==> config.mk <==
export PLATFORM = sky130hd
export DESIGN_NAME = ppr_wrapper_dev_flat
export DESIGN_NICKNAME = d
export VERILOG_FILES = /design/src/inc/ppr_pkg.sv /design/src/inc/ppr_link_if.sv /design/src/rtl/ppr_key_gate.sv /design/src/rtl/ppr_wrapper_dev.sv /design/src/flat_wrapper.sv
export VERILOG_INCLUDE_DIRS = /design/src /design/src/inc
export SDC_FILE = /design/constraint.sdc
export NUM_CORES = 1
export LEC_CHECK = 0
export ABC_AREA = 0
export BUFFER_PORTS_ARGS = -buffer_cell sky130_fd_sc_hd__buf_2
export CORE_AREA = 5 5 82 84
export CTS_CLUSTER_DIAMETER = 200
export DETAILED_ROUTE_END_ITERATION = 8
export DIE_AREA = 0 0 87 89
export GPL_TIMING_DRIVEN = 0
export PLACE_DENSITY = 0.76
export RECOVER_POWER = 50
export SKIP_LAST_GASP = 1
export SLEW_MARGIN = 0
export SYNTH_ARGS = -nofsm -noshare
export SYNTH_HDL_FRONTEND = slang
export SYNTH_SLANG_ARGS = --single-unit
export TNS_END_PERCENT = 10
==> constraint.sdc <==
create_clock -name CLK_SYS_IN -period 2.8 [get_ports CLK_SYS_IN]
set_clock_uncertainty 0.2 [all_clocks]
set_input_delay 0.7 -clock CLK_SYS_IN [delete_from_list [all_inputs] [get_ports CLK_SYS_IN]]
set_output_delay 0.7 -clock CLK_SYS_IN [all_outputs]
set_load 0.03 [all_outputs]
==> src/inc/ppr_consts.svh <==
`ifndef PPR_CONSTS_SVH
`define PPR_CONSTS_SVH

////////////////////////////////////////////////////////////////////////////////
// Device register offsets, as seen on the link address.
`define PPR_OFF_TX_SEL       12'h50a
`define PPR_OFF_PWR          12'h800
`define PPR_OFF_RST          12'h804
`define PPR_OFF_CLK          12'h808
`define PPR_OFF_STAT         12'h814

////////////////////////////////////////////////////////////////////////////////
// Unlock keys carried in the top byte of a protected write.
`define PPR_KEY_POS          24
`define PPR_KEY_PWR          8'h26
`define PPR_KEY_RST          8'hb1
`define PPR_KEY_CLK          8'ha9

////////////////////////////////////////////////////////////////////////////////
// Field positions and widths.
`define PPR_SEL_W            12
`define PPR_PWR_EN_BIT       0
`define PPR_RST_PULSE_BIT    0
`define PPR_RST_CLR_BIT      1
`define PPR_CLK_BLOCK_BIT    8
`define PPR_STAT_FLAG_BIT    16

////////////////////////////////////////////////////////////////////////////////
// Descriptor selector codes and reset values.
`define PPR_SEL_RESET        12'hfff
`define PPR_SEL_DED_MAX      12'h00f
`define PPR_SEL_SHR_MIN      12'h010
`define PPR_SEL_SHR_MAX      12'hffe
`define PPR_DED_SLOTS        16

////////////////////////////////////////////////////////////////////////////////
// Controller register word indices on the Avalon-MM slave (address bits [4:2]).
`define PPR_AV_CMD_ADDR      3'h0
`define PPR_AV_CMD_WDATA     3'h1
`define PPR_AV_CMD_CTRL      3'h2
`define PPR_AV_RDATA         3'h3
`define PPR_AV_IRQ_STAT      3'h4
`define PPR_AV_IRQ_MASK      3'h5
`define PPR_CTRL_GO_BIT      0
`define PPR_CTRL_WR_BIT      1
`define PPR_IRQ_DONE_BIT     0
`define PPR_IRQ_OVR_BIT      1

`endif

==> src/inc/ppr_pkg.sv <==
package ppr_pkg;

	// Controller sequencing of one link access.
	typedef enum logic [1:0] {
		PPR_ST_IDLE = 2'b00,
		PPR_ST_REQ  = 2'b01
	} ppr_state_t;

	// Link address and data types.
	typedef logic [11:0] ppr_addr_t;
	typedef logic [31:0] ppr_word_t;

endpackage

==> src/inc/ppr_link_if.sv <==
`timescale 1ns/1ns

// Register access link between the controller and the wrapper.
interface ppr_link_if;
	logic               req;    // Access request, held until ack.
	logic               wr;     // High for a write.
	ppr_pkg::ppr_addr_t addr;   // Device register offset.
	ppr_pkg::ppr_word_t wdata;  // Write data.
	logic               ack;    // One-cycle answer.
	ppr_pkg::ppr_word_t rdata;  // Read data, valid with ack.

	modport dev (input req, wr, addr, wdata, output ack, rdata);
	modport ctl (output req, wr, addr, wdata, input ack, rdata);
endinterface

==> src/rtl/ppr_key_gate.sv <==
`timescale 1ns/1ns
`include "ppr_consts.svh"

// Qualifies one protected register write by its address and unlock byte.
module ppr_key_gate #(
	parameter logic [11:0] OFFSET = 12'h000,
	parameter logic [7:0]  KEY    = 8'h00
) (
	// Access side.
	input  wire logic        wr_stb_in,
	input  wire logic [11:0] addr_in,
	input  wire logic [7:0]  key_in,
	// Result.
	output wire logic        hit_out,
	output wire logic        unlocked_out
);

	// Address match alone, used for reads and refused writes.
	assign hit_out = (addr_in == OFFSET);

	// A write with any other top byte is dropped silently.
	assign unlocked_out = wr_stb_in & hit_out & (key_in == KEY);

endmodule // ppr_key_gate

==> src/rtl/ppr_wrapper_dev.sv <==
// Notes on behaviour
// 12-bit selector resets FFFh, FFFh routes nothing.
// Selector 0h-Fh routes to dedicated slot.
// 10h-FFEh routes shared entry, extended mode only.
// Trigger reaches only the selected descriptor.
// Power bit written only with key 26h.
// Power bit drives power, resets 0, readable.
// Power key byte is write-only, never stored.
// Bit0 with key B1h pulses peripheral reset.
// Bit1 with key B1h clears reset flag.
// Reset-control fields write-only one-shot commands.
// Clock config changes only with key A9h.
// Block bit stops async clock requests, resets 0.
// Sticky flag bit16 set on peripheral reset.
// Wrong key writes ignored silently, fields unchanged.
//
// The Avalon-MM register port is this design's own decision.
`timescale 1ns/1ns
`include "ppr_consts.svh"

module ppr_wrapper_dev (
	// Clock and reset.
	input  wire logic                        CLK_SYS_IN,
	input  wire logic                        RST_N_IN,
	// Register access link.
	ppr_link_if.dev                          LINK,
	// Peripheral side.
	input  wire logic                        TX_TRIG_IN,
	input  wire logic                        ASYNC_REQ_IN,
	// System side.
	input  wire logic                        EXT_DESC_MODE_IN,
	// DMA side.
	output logic [`PPR_DED_SLOTS-1:0]        DED_SLOT_TRIG_OUT,
	output logic                             SHARED_TRIG_OUT,
	output logic [`PPR_SEL_W-1:0]            SHARED_INDEX_OUT,
	// Clock and power controller side.
	output logic                             POWER_EN_OUT,
	output logic                             PERIPH_RST_OUT,
	output logic                             ASYNC_REQ_OUT
);

	////////////////////////////////////////////////////////////////////////////
	// Access decode.

	logic                   ack_q;             // Answer flop.
	logic [31:0]            rdata_q;           // Read data flop.
	logic [`PPR_SEL_W-1:0]  sel_q;             // Descriptor selector.
	logic                   pwr_q;             // Power enable.
	logic                   block_q;           // Async request block.
	logic                   flag_q;            // Reset-occurred flag.
	logic                   rst_pulse_q;       // One-cycle reset pulse.
	logic [`PPR_DED_SLOTS-1:0] ded_q;          // Dedicated slot strobes.
	logic                   shr_q;             // Shared entry strobe.
	logic [`PPR_SEL_W-1:0]  shr_idx_q;         // Shared entry index.
	logic                   async_q;           // Gated async request.

	wire        acc_stb = LINK.req & ~ack_q;   // First cycle of an access.
	wire        wr_stb  = acc_stb & LINK.wr;   // Write taking effect now.
	wire [7:0]  key     = LINK.wdata[31:24];   // Top byte of the write.
	wire        hit_sel  = (LINK.addr == `PPR_OFF_TX_SEL);
	wire        hit_stat = (LINK.addr == `PPR_OFF_STAT);
	wire        hit_pwr;
	wire        hit_clk;
	wire        wr_pwr;
	wire        wr_rst;
	wire        wr_clk;
	wire        wr_sel   = wr_stb & hit_sel;

	// key 26h gate
	// wrong key dropped
	ppr_key_gate #(
		.OFFSET (`PPR_OFF_PWR),
		.KEY    (`PPR_KEY_PWR)
	) u_gate_pwr (
		.wr_stb_in    (wr_stb),
		.addr_in      (LINK.addr),
		.key_in       (key),
		.hit_out      (hit_pwr),
		.unlocked_out (wr_pwr)
	);

	// key B1h gate
	ppr_key_gate #(
		.OFFSET (`PPR_OFF_RST),
		.KEY    (`PPR_KEY_RST)
	) u_gate_rst (
		.wr_stb_in    (wr_stb),
		.addr_in      (LINK.addr),
		.key_in       (key),
		.hit_out      (),
		.unlocked_out (wr_rst)
	);

	// key A9h gate
	ppr_key_gate #(
		.OFFSET (`PPR_OFF_CLK),
		.KEY    (`PPR_KEY_CLK)
	) u_gate_clk (
		.wr_stb_in    (wr_stb),
		.addr_in      (LINK.addr),
		.key_in       (key),
		.hit_out      (hit_clk),
		.unlocked_out (wr_clk)
	);

	// assert reset command
	wire cmd_pulse = wr_rst & LINK.wdata[`PPR_RST_PULSE_BIT];
	// flag clear command
	wire cmd_clear = wr_rst & LINK.wdata[`PPR_RST_CLR_BIT];

	////////////////////////////////////////////////////////////////////////////
	// Read mux.

	// key never read back
	// reset-control reads zero
	wire [31:0] rd_pwr  = {31'h0000_0000, pwr_q};
	wire [31:0] rd_sel  = {20'h0_0000, sel_q};
	wire [31:0] rd_clk  = {23'h00_0000, block_q, 8'h00};
	wire [31:0] rd_stat = {15'h0000, flag_q, 16'h0000};
	wire [31:0] rd_mux  = hit_sel  ? rd_sel  :
	                      hit_pwr  ? rd_pwr  :
	                      hit_clk  ? rd_clk  :
	                      hit_stat ? rd_stat : 32'h0000_0000;

	// Answer one cycle after the request; ack low again before a new access.
	always_ff @(posedge CLK_SYS_IN or negedge RST_N_IN)
	begin
		if (!RST_N_IN)
		begin
			ack_q   <= 1'b0;
			rdata_q <= 32'h0000_0000;
		end
		else
		begin
			ack_q   <= acc_stb;
			rdata_q <= acc_stb ? rd_mux : rdata_q;
		end
	end

	assign LINK.ack   = ack_q;
	assign LINK.rdata = rdata_q;

	////////////////////////////////////////////////////////////////////////////
	// Stored fields.

	// selector with reset FFFh
	always_ff @(posedge CLK_SYS_IN or negedge RST_N_IN)
	begin
		if (!RST_N_IN)
			sel_q <= `PPR_SEL_RESET;
		else if (wr_sel)
			sel_q <= LINK.wdata[`PPR_SEL_W-1:0];
	end

	// power bit storage
	always_ff @(posedge CLK_SYS_IN or negedge RST_N_IN)
	begin
		if (!RST_N_IN)
			pwr_q <= 1'b0;
		else if (wr_pwr)
			pwr_q <= LINK.wdata[`PPR_PWR_EN_BIT];
	end

	// block bit storage
	always_ff @(posedge CLK_SYS_IN or negedge RST_N_IN)
	begin
		if (!RST_N_IN)
			block_q <= 1'b0;
		else if (wr_clk)
			block_q <= LINK.wdata[`PPR_CLK_BLOCK_BIT];
	end

	////////////////////////////////////////////////////////////////////////////
	// Reset command and sticky flag.

	// one-shot reset pulse
	always_ff @(posedge CLK_SYS_IN or negedge RST_N_IN)
	begin
		if (!RST_N_IN)
			rst_pulse_q <= 1'b0;
		else
			rst_pulse_q <= cmd_pulse;
	end

	// sticky flag, set wins
	// The set wins so a reset issued with the clear in one write is not lost.
	always_ff @(posedge CLK_SYS_IN or negedge RST_N_IN)
	begin
		if (!RST_N_IN)
			flag_q <= 1'b0;
		else if (cmd_pulse)
			flag_q <= 1'b1;
		else if (cmd_clear)
			flag_q <= 1'b0;
	end

	////////////////////////////////////////////////////////////////////////////
	// Trigger routing.

	wire sel_ded = (sel_q <= `PPR_SEL_DED_MAX);
	// shared range and mode
	wire sel_shr = (sel_q >= `PPR_SEL_SHR_MIN) & (sel_q <= `PPR_SEL_SHR_MAX) & EXT_DESC_MODE_IN;

	// dedicated slot strobe
	// only selected slot
	// FFFh routes nothing
	// The strobe is rebuilt each cycle so no stale slot can stay asserted.
	always_ff @(posedge CLK_SYS_IN or negedge RST_N_IN)
	begin
		if (!RST_N_IN)
		begin
			ded_q     <= '0;
			shr_q     <= 1'b0;
			shr_idx_q <= `PPR_SEL_RESET;
		end
		else
		begin
			ded_q     <= (TX_TRIG_IN & sel_ded) ? (16'h0001 << sel_q[3:0]) : 16'h0000;
			shr_q     <= TX_TRIG_IN & sel_shr;
			shr_idx_q <= (TX_TRIG_IN & sel_shr) ? sel_q : shr_idx_q;
		end
	end

	// async request gate
	always_ff @(posedge CLK_SYS_IN or negedge RST_N_IN)
	begin
		if (!RST_N_IN)
			async_q <= 1'b0;
		else
			async_q <= ASYNC_REQ_IN & ~block_q;
	end

	// power follows bit
	assign POWER_EN_OUT      = pwr_q;
	assign PERIPH_RST_OUT    = rst_pulse_q;
	assign ASYNC_REQ_OUT     = async_q;
	assign DED_SLOT_TRIG_OUT = ded_q;
	assign SHARED_TRIG_OUT   = shr_q;
	assign SHARED_INDEX_OUT  = shr_idx_q;

endmodule // ppr_wrapper_dev

==> src/flat_wrapper.sv <==
// flat-port wrapper written by rule: the top's interface ports become plain ports
module ppr_wrapper_dev_flat 
  (CLK_SYS_IN, RST_N_IN, TX_TRIG_IN, ASYNC_REQ_IN, EXT_DESC_MODE_IN, DED_SLOT_TRIG_OUT, SHARED_TRIG_OUT, SHARED_INDEX_OUT, POWER_EN_OUT, PERIPH_RST_OUT, ASYNC_REQ_OUT, LINK_req, LINK_wr, LINK_addr, LINK_wdata, LINK_ack, LINK_rdata);
  ppr_link_if LINK_i ();
  input  wire logic CLK_SYS_IN;
  input  wire logic RST_N_IN;
  input  wire logic TX_TRIG_IN;
  input  wire logic ASYNC_REQ_IN;
  input  wire logic EXT_DESC_MODE_IN;
  output logic [`PPR_DED_SLOTS-1:0] DED_SLOT_TRIG_OUT;
  output logic SHARED_TRIG_OUT;
  output logic [`PPR_SEL_W-1:0] SHARED_INDEX_OUT;
  output logic POWER_EN_OUT;
  output logic PERIPH_RST_OUT;
  output logic ASYNC_REQ_OUT;
  input wire logic [$bits(LINK_i.req)-1:0] LINK_req;
  input wire logic [$bits(LINK_i.wr)-1:0] LINK_wr;
  input wire logic [$bits(LINK_i.addr)-1:0] LINK_addr;
  input wire logic [$bits(LINK_i.wdata)-1:0] LINK_wdata;
  output wire logic [$bits(LINK_i.ack)-1:0] LINK_ack;
  output wire logic [$bits(LINK_i.rdata)-1:0] LINK_rdata;
  assign LINK_i.req = LINK_req;
  assign LINK_i.wr = LINK_wr;
  assign LINK_i.addr = LINK_addr;
  assign LINK_i.wdata = LINK_wdata;
  assign LINK_ack = LINK_i.ack;
  assign LINK_rdata = LINK_i.rdata;
  ppr_wrapper_dev u_core (.CLK_SYS_IN(CLK_SYS_IN), .RST_N_IN(RST_N_IN), .LINK(LINK_i), .TX_TRIG_IN(TX_TRIG_IN), .ASYNC_REQ_IN(ASYNC_REQ_IN), .EXT_DESC_MODE_IN(EXT_DESC_MODE_IN), .DED_SLOT_TRIG_OUT(DED_SLOT_TRIG_OUT), .SHARED_TRIG_OUT(SHARED_TRIG_OUT), .SHARED_INDEX_OUT(SHARED_INDEX_OUT), .POWER_EN_OUT(POWER_EN_OUT), .PERIPH_RST_OUT(PERIPH_RST_OUT), .ASYNC_REQ_OUT(ASYNC_REQ_OUT));
endmodule
# After elaboration in Yosys (flattened, before gate mapping)
# Cells that the tools add are included.
# op_classes
magnitude_cmp,3
eq_ne,8
n_shift,1
n_mux,7
bitwise_logic,18
reduce_logical,1
# ops
operator,count
2-to-1 mux 32 bit,3
== test 12 bit (second input constant),4
2-to-1 mux 17 bit,1
bitwise AND 1 bit,16
== test 8 bit (second input constant),2
2-to-1 mux 16 bit,1
<< shifter 1 x 4 -> 16 bit (first input constant),1
== test 12 x 11 -> 1 bit (second input constant),1
greater-or-equal comparator 12 x 5 -> 1 bit (second input constant),1
less-or-equal comparator 12 bit (second input constant),1
less-or-equal comparator 12 x 4 -> 1 bit (second input constant),1
== test 8 x 6 -> 1 bit (second input constant),1
2-to-1 mux 1 bit,2
inverter 1 bit,2
nonzero test 2 bit,1
# totals
regBits,79
input_bits,51
wordCells,49

# Longest topological paths before layout
# Gate-level depths: netlist (run 1).
# depth
word_depth,8
mapped_depth,6
mapped_depth_nobuf,4

# Hierarchy
# Synthesis (run 1) repeated with hierarchy kept, for this count alone.
# unflattened
hier_cells,225
hier_area_um2,2660.1
# by_module_without_submodules
mod,n_inst,cells_per_inst,area_each_um2
ppr_wrapper_dev,1,201,2482.4
ppr_key_gate (u_core.u_gate_clk ...),2,8,61.3
ppr_key_gate (u_core.u_gate_pwr),1,8,55.1

# Worst setup path after synthesis (run 1)
# OpenSTA, ideal clock, no wires.
# synth_timing
path_type,input to register
startpoint,in LINK_addr[2]
endpoint,reg u_core.sel_q[10]
t_arrival_ns,2.138
path_slack_ns,0.379
path_stages,5
cell_sequence,or4b_4 nor4_1 and3_2 buf_6 mux2_2
# synth_between
elab_chain_len,2
# synth_rtl
element,line_no,rtl
"start, declared",flat_wrapper.sv:18,input wire logic [$bits(LINK_i.addr)-1:0] LINK_addr;
== test 12 x 11 -> 1 bit (no line),n/a,
bitwise AND 1 bit,ppr_wrapper_dev.sv:67,wire wr_sel = wr_stb & hit_sel;
"end signal, assigned",ppr_wrapper_dev.sv:150,sel_q <= `PPR_SEL_RESET;
"end signal, assigned",ppr_wrapper_dev.sv:152,sel_q <= LINK.wdata[`PPR_SEL_W-1:0];
"end, declared",ppr_wrapper_dev.sv:47,logic [`PPR_SEL_W-1:0] sel_q;
# No other way between the ends.
# A chain may end at the register's enable or synchronous reset.

# Worst setup path in the final report (run 1)
# layout_timing
startpoint,in LINK_addr[2]
endpoint,reg u_core.sel_q[8]
# Same word-level chain as after synthesis.

==> summary.md, run 1 <==
| Metric | Value |
|---|---|
| Run status | finished, final reports clean |
| Final antenna-violating net count | 0 |
| GPL Wtd Cong | 0.8086 |
| Area fraction of the dominant cell type after synthesis | 35.19% |
| Place WS | 0.1200 ns |
| Async SR Flop Fraction | 100.0% |
| H-tree level count | 3 |
| Max-cap violations | 0 |
| DIE AREA | 7743 um^2 |
| VDD IR max | 0.2748 mV |
| Setup Crit Path Kind | in -> reg |
| Slowest stage delay, CP | 0.56 ns |
| CP top delay family | simple AND/OR/NAND/NOR gates |
| Met3 WL | 483 um |
| First-pass GRT wire length | 9.466 mm |
| Post-CTS setup buffer count | 0 |
| Num CTS Buffers | 9 |
| Fill cells | 535 |
| Drt pass-1 iters | 4 |
| Cts hold-fix bufs | 0 |
| Final setup violation count | 0 |
| Num ports | 116 |
| Worst Setup Start Kind | primary input |
| Uppermost layer routed | met4 |
| Post-synthesis sequential area ratio | 59.82% |
| Final HPWL DP | 4.363 mm |
| Worst hold path type | reg -> reg |
| Cell taking the most area after synthesis | dfrtp_1 |
| Vias in the first global route | 1971 |
| Top_reg_cell synth | dfrtp_1 |
| Pwr dens | 535.8 nW/um^2 |
| Max Clk Rate | 0.4257 GHz |
| Area grow syn2layout | 29.57% |
| Most area-consuming cells after synthesis | dfrtp_1 35%, dfstp_2 25%, mux2_2 11%, buf_4 5.6%, a22o_1 3.4% |
| Slew Viols, Final | 0 |
| Post-synth EDFFs | 0 |
| Diode count | 0 |
| Layout cells sized above 1 | 51.76% |
| Setup TNS | 0 ns |
| Mean routed wirelength per cell | 14.99 um |
| Synth warnings | 0 |
| Final core occ | 56.69% |
| Insertion delay to the later sink of the worst-skew pair | 0.32 ns |
| Worst Max-Slew Pin Slew | 1.423 ns |
| Rows | 28 |
| DRT iter0 DRCs | 70 |
| Drt total wl | 5.816 mm |
| Vias | 1846 |
| Total grt overflow | 0 |
| Area of placed instances | 3142 um^2 |
| Largest net degree at the start of global routing | 61 |
| Metal2 WL | 2.977 mm |
| Post-Syn Area | 2560 um^2 |
| CP Data Arrival Time | 2.39 ns |
| Number of port buffers | 84 |
| Cell Chain, Critical Path | buf_2, or4b_4, nor4_1, and3_2, buf_6, mux2_2 |
| Final setup margin | 0.4507 ns |
| Design Area, Final | 3317 um^2 |
| Worst-path clk slew | 0.06 ns |
| Commonest cells in the netlist | 36 x dfrtp_1, 26 x mux2_2, 24 x dfstp_2 |
| Critical Path Sink Type | register |
| Clk root buf | clkbuf_8 |
| Layout Nets | 359 |
| Largest fanout on the critical path | 10 |
| CP Buf/Inv Count | 2 |
| Chip width | 87 um |
| Tot GR Track Use | 15.97% |
| Met1 wire length | 2.282 mm |
| Total core area | 5851 um^2 |
| Hold slack | 0.2489 ns |
| Cts repair resizes | 0 |
| Die Y | 89 um |
| CP required | 2.84 ns |
| Initial core utilization | 43.76% |
| Synth Area per Inst | 13.13 um^2 |
| Drt drc | 0 |
| Initial antenna violation count | 0 |
| CTS max path bufs | 2 |
| Crit-path slowest cell | or4b_4 |
| Via density | 4.758 |
| Final hold viol count | 0 |
| Leak pwr | 1.645 nW |
| Most common cell in the netlist | dfrtp_1 |
| CTS Sinks | 60 |
| Synth Register Bits | 60 |
| Tmin final | 2.349 ns |
| Number of standard cells after synthesis | 195 |
| Final cycle utilization of the critical path | 83.90% |
| RSZ-0062 raised after global routing | no |
| CTS tree | done |
| Count of cell types in the netlist | 36 |
| Worst slew margin | 5.123% |
[routing by layer]
layer / vias up / GRT usage (%)
met5: - / 0
met3: 8 / 4.424
met1: 879 / 19.34
met2: 64 / 26.64
met4: 0 / 7.224
li1: 895 / -
[final timing paths]
check                      depth (start not counted)  slack [ns]                   startpoint                                     end
min                                                1        0.25   u_core.block_q$_DFFE_PN0P_          u_core.ASYNC_REQ_OUT$_DFF_PN0_
max                                                6        0.45                 LINK_addr[2]             u_core.sel_q[8]$_DFFE_PN1P_
max in group asynchronous                          1        1.03                     RST_N_IN        u_core.LINK.rdata[7]$_DFFE_PN0N_
min reg2reg                                        1        0.25   u_core.block_q$_DFFE_PN0P_          u_core.ASYNC_REQ_OUT$_DFF_PN0_
min in group asynchronous                          1        0.50                     RST_N_IN        u_core.LINK.rdata[0]$_DFFE_PN0N_
max reg2reg                                        6        0.52  u_core.sel_q[0]$_DFFE_PN1P_  u_core.SHARED_INDEX_OUT[5]$_DFFE_PN1P_
[registers in the layout, indices dropped and copies added (netlist names)]
name / cells
u_core.SHARED_INDEX_OUT: 12
u_core.LINK.rdata: 13
u_core.POWER_EN_OUT: 1
u_core.LINK.ack: 1
u_core.flag_q: 1
u_core.block_q: 1
u_core.sel_q: 12
u_core.ASYNC_REQ_OUT: 1
u_core.SHARED_TRIG_OUT: 1
u_core.DED_SLOT_TRIG_OUT: 16
u_core.PERIPH_RST_OUT: 1
[cell families after synthesis]
group / count (synthesis) / synth area share (%)
mux: 26 / 11.44
other cells: 1 / 0.1465
simple gates: 65 / 16.18
flops: 60 / 59.82
compound gates: 15 / 5.034
buf+inv: 28 / 7.381
[cells in the final DEF, fill, tap and decap left out, types with 3 or more instances in the layout]
cell type,n
dfstp_2,24
nor3_1,7
or3_1,3
clkbuf_8,11
buf_2,65
nor2_1,12
conb_1,19
nand2b_1,5
a22o_1,10
nor4_1,6
nand2_1,7
or3b_2,3
nand4_1,3
dfrtp_1,36
buf_4,19
mux2_2,26
clkbuf_1,25
[layout make-up]
| type | instances | area (um^2) | area share, % |
|---|---|---|---|
| clock inverter | 4 | 47.55 | 1.433 |
| multi-input combinational | 125 | 907.1 | 27.35 |
| timing repair buffer | 84 | 392.9 | 11.84 |
| clock buffer | 12 | 155.1 | 4.677 |
| inverter | 2 | 7.507 | 0.2263 |
| tap | 75 | 93.84 | 2.829 |
| sequential | 60 | 1531 | 46.17 |
| buffer | 26 | 181.4 | 5.470 |
[where the power goes]
part	leakage [nW]	total (mW)	switching, mW	internal, mW
logic	0.798	0.134	0.0860	0.0482
clock network	0.102	0.770	0.313	0.457
registers	0.744	0.873	0.00149	0.872
[stage by stage]
step,power (mW),std cells
2_1_floorplan,0.9663,213
3_3_place_gp,1.021,372
3_5_place_dp,1.023,372
4_1_cts,1.796,388
5_1_grt,1.849,388
6_report,1.777,388
[worst register-to-register path, cell delays in order, from the launching register on]
cell and delay (ns):
dfstp_2 0.37, buf_2 0.17, nand2_1 0.19, nor4_1 0.08, a211oi_1 0.48, buf_2 0.36, mux2_2 0.37
Power figures use the tool's default switching activity.
==> run 2, diff against run 1 <==
--- a/config.mk
+++ b/config.mk
@@ -8,12 +8,12 @@
 export LEC_CHECK = 0
 export ABC_AREA = 0
 export BUFFER_PORTS_ARGS = -buffer_cell sky130_fd_sc_hd__buf_2
-export CORE_AREA = 5 5 82 84
+export CORE_AREA = 5 5 85 87
 export CTS_CLUSTER_DIAMETER = 200
 export DETAILED_ROUTE_END_ITERATION = 8
-export DIE_AREA = 0 0 87 89
+export DIE_AREA = 0 0 90 92
 export GPL_TIMING_DRIVEN = 0
-export PLACE_DENSITY = 0.76
+export PLACE_DENSITY = 0.74
 export RECOVER_POWER = 50
 export SKIP_LAST_GASP = 1
 export SLEW_MARGIN = 0
==> constraint.sdc (replaced) <==
create_clock -name CLK_SYS_IN -period 1.9 [get_ports CLK_SYS_IN]
set_clock_uncertainty 0.2 [all_clocks]
set_input_delay 0.475 -clock CLK_SYS_IN [delete_from_list [all_inputs] [get_ports CLK_SYS_IN]]
set_output_delay 0.475 -clock CLK_SYS_IN [all_outputs]
set_load 0.03 [all_outputs]
==> summary.md, run 2 (same netlist as run 1, synthesis figures left out) <==
| Metric | Value |
|---|---|
| Max-cap violations | 0 |
| GPL Wtd Cong | 0.7925 |
| Reg power frac | 47.5% |
| Worst-path clk slew | 0.07 ns |
| Crit-path slowest cell | or4b_4 |
| Final setup margin | -0.2414 ns |
| Chip width | 90 um |
| Drt pass-1 iters | 4 |
| Area grow syn2layout | 34.41% |
| Drt drc | 0 |
| Final hold viol count | 0 |
| Final antenna-violating net count | 0 |
| Drt total wl | 6.108 mm |
| Slowest stage delay, CP | 0.59 ns |
| Largest fanout on the critical path | 10 |
| Insertion delay to the later sink of the worst-skew pair | 0.33 ns |
| Num ports | 116 |
| Clock share of power | 45.0% |
| CP Data Arrival Time | 2.19 ns |
| Fill cells | 562 |
| Pwr dens | 788.2 nW/um^2 |
| Initial antenna violation count | 0 |
| Max reg flops | 16 |
| Largest net degree at the start of global routing | 61 |
| Cts hold-fix bufs | 0 |
| CP Buf/Inv Count | 1 |
| Run status | complete, but fails checks |
| Psw | 0.6201 mW |
| CP top delay family | simple AND/OR/NAND/NOR gates |
| Commonest non-fill, non-tap cell in the layout | buf_2 |
| Total core area | 6277 um^2 |
| Initial core utilization | 40.78% |
| Die Y | 92 um |
| P_int | 2.092 mW |
| Num CTS Buffers | 9 |
| Total grt overflow | 0 |
| Power Total | 2.712 mW |
| Cell Count, Final, Fillers Out | 391 |
| Worst Max-Slew Pin Slew | 1.458 ns |
| Rows | 29 |
| Area of placed instances | 3146 um^2 |
| First-pass GRT wire length | 9.998 mm |
| H-tree level count | 3 |
| CTS max path bufs | 2 |
| Cell Chain, Critical Path | or4b_4, nor4_4, and3_4, buf_12, mux2_2 |
| Worst Setup Start Kind | register |
| Final setup violation count | 27 |
| RSZ-0062 raised after global routing | yes |
| DRT iter0 DRCs | 79 |
| Design Area, Final | 3441 um^2 |
| Mean routed wirelength per cell | 15.62 um |
| Max Clk Rate | 0.4670 GHz |
| Tmin final | 2.141 ns |
| Failing checks | setup timing |
| Switching Share | 22.86% |
| CTS tree | done |
| DIE AREA | 8280 um^2 |
| Worst slew margin | 2.803% |
| Critical Path Sink Type | register |
| Leak pwr | 1.750 nW |
| DP Cell Count | 374 |
| Final core occ | 54.81% |
| Place WS | -0.5476 ns |
| Layout cells sized above 1 | 61.15% |
| Most frequent cells in the layout | 82 x buf_2, 35 x dfrtp_1, 26 x mux2_2, 24 x dfstp_2, 23 x buf_4 |
| Layout Nets | 360 |
| Vias in the first global route | 1996 |
| Tot GR Track Use | 15.20% |
| Number of port buffers | 84 |
| CTS Sinks | 60 |
| Clk root buf | clkbuf_8 |
| Diode count | 0 |
| Final HPWL DP | 4.405 mm |
| CP required | 1.95 ns |
| Worst hold path type | in -> reg |
| Combinational share of power | 7.5% |
| VDD IR max | 0.5257 mV |
| Setup Crit Path Kind | reg -> reg |
| Final cycle utilization of the critical path | 112.7% |
| Via density | 4.783 |
| Slew Viols, Final | 0 |
| Vias | 1870 |
## run 2: stage by stage
step                      TNS (ns)  hold WS (ns)
after global routing        -6.725        0.1696
after CTS                   -6.882        0.1681
after global placement      -16.94        0.2467
after detailed placement    -16.79        0.2424
final                       -3.862        0.1771
after floorplan             -5.879      -0.02059
## run 2: final cells by class
cell class                 instances  area [um^2]  share of cell area [%]
timing repair buffer              87        441.7                   12.84
inverter                           2        7.507                  0.2182
tap                               77        96.34                   2.800
sequential                        60         1533                   44.55
buffer                            24        188.9                   5.491
clock inverter                     5        77.57                   2.255
multi-input combinational        125        964.7                   28.04
clock buffer                      11        131.4                   3.818
## run 2: final timing paths
| check | slack, ns | startpoint | end | depth (start not counted) |
|---|---|---|---|---|
| worst max-delay path | -0.24 | u_core.LINK.ack$_DFF_PN0_ | u_core.sel_q[9]$_DFFE_PN1P_ | 5 |
| worst min-delay path | 0.18 | LINK_wdata[10] | u_core.sel_q[10]$_DFFE_PN1P_ | 2 |
| worst max register to register | -0.24 | u_core.LINK.ack$_DFF_PN0_ | u_core.sel_q[9]$_DFFE_PN1P_ | 5 |
| worst min register to register | 0.25 | u_core.block_q$_DFFE_PN0P_ | u_core.ASYNC_REQ_OUT$_DFF_PN0_ | 1 |
| max in group asynchronous | 0.22 | RST_N_IN | u_core.LINK.ack$_DFF_PN0_ | 1 |
| min in group asynchronous | 0.29 | RST_N_IN | u_core.LINK.rdata[16]$_DFFE_PN0N_ | 1 |
## run 2: what timing repair did
item | in CTS | in global routing
pin swaps | 1 | 3
endpoints found under the setup margin | 45 | 52
resized for setup | 9 | 7
setup buffers | 3 | 0
## run 2: power by group through the flow
stage	clock (mW)	sequential [mW]	combinational, mW
CTS	1.24	1.29	0.202
global route	1.31	1.29	0.223
global placement	0	1.31	0.197
floorplan	0	1.32	0.108
finish	1.22	1.29	0.205
detailed placement	0	1.31	0.200
## run 2: layer usage
layer / global-route usage, % / vias up / share of wire [%]
met5: 0 / - / 0
met4: 6.328 / 0 / 1.1
met1: 17.87 / 908 / 41
met3: 5.237 / 7 / 7.1
met2: 25.43 / 64 / 50
li1: - / 891 / -
## run 2: worst reg2reg max path, cell delays in order (launching register included)
cell,delay (ns)
dfrtp_2,0.40
or4b_4,0.59
nor4_4,0.16
and3_4,0.24
buf_12,0.14
mux2_2,0.34
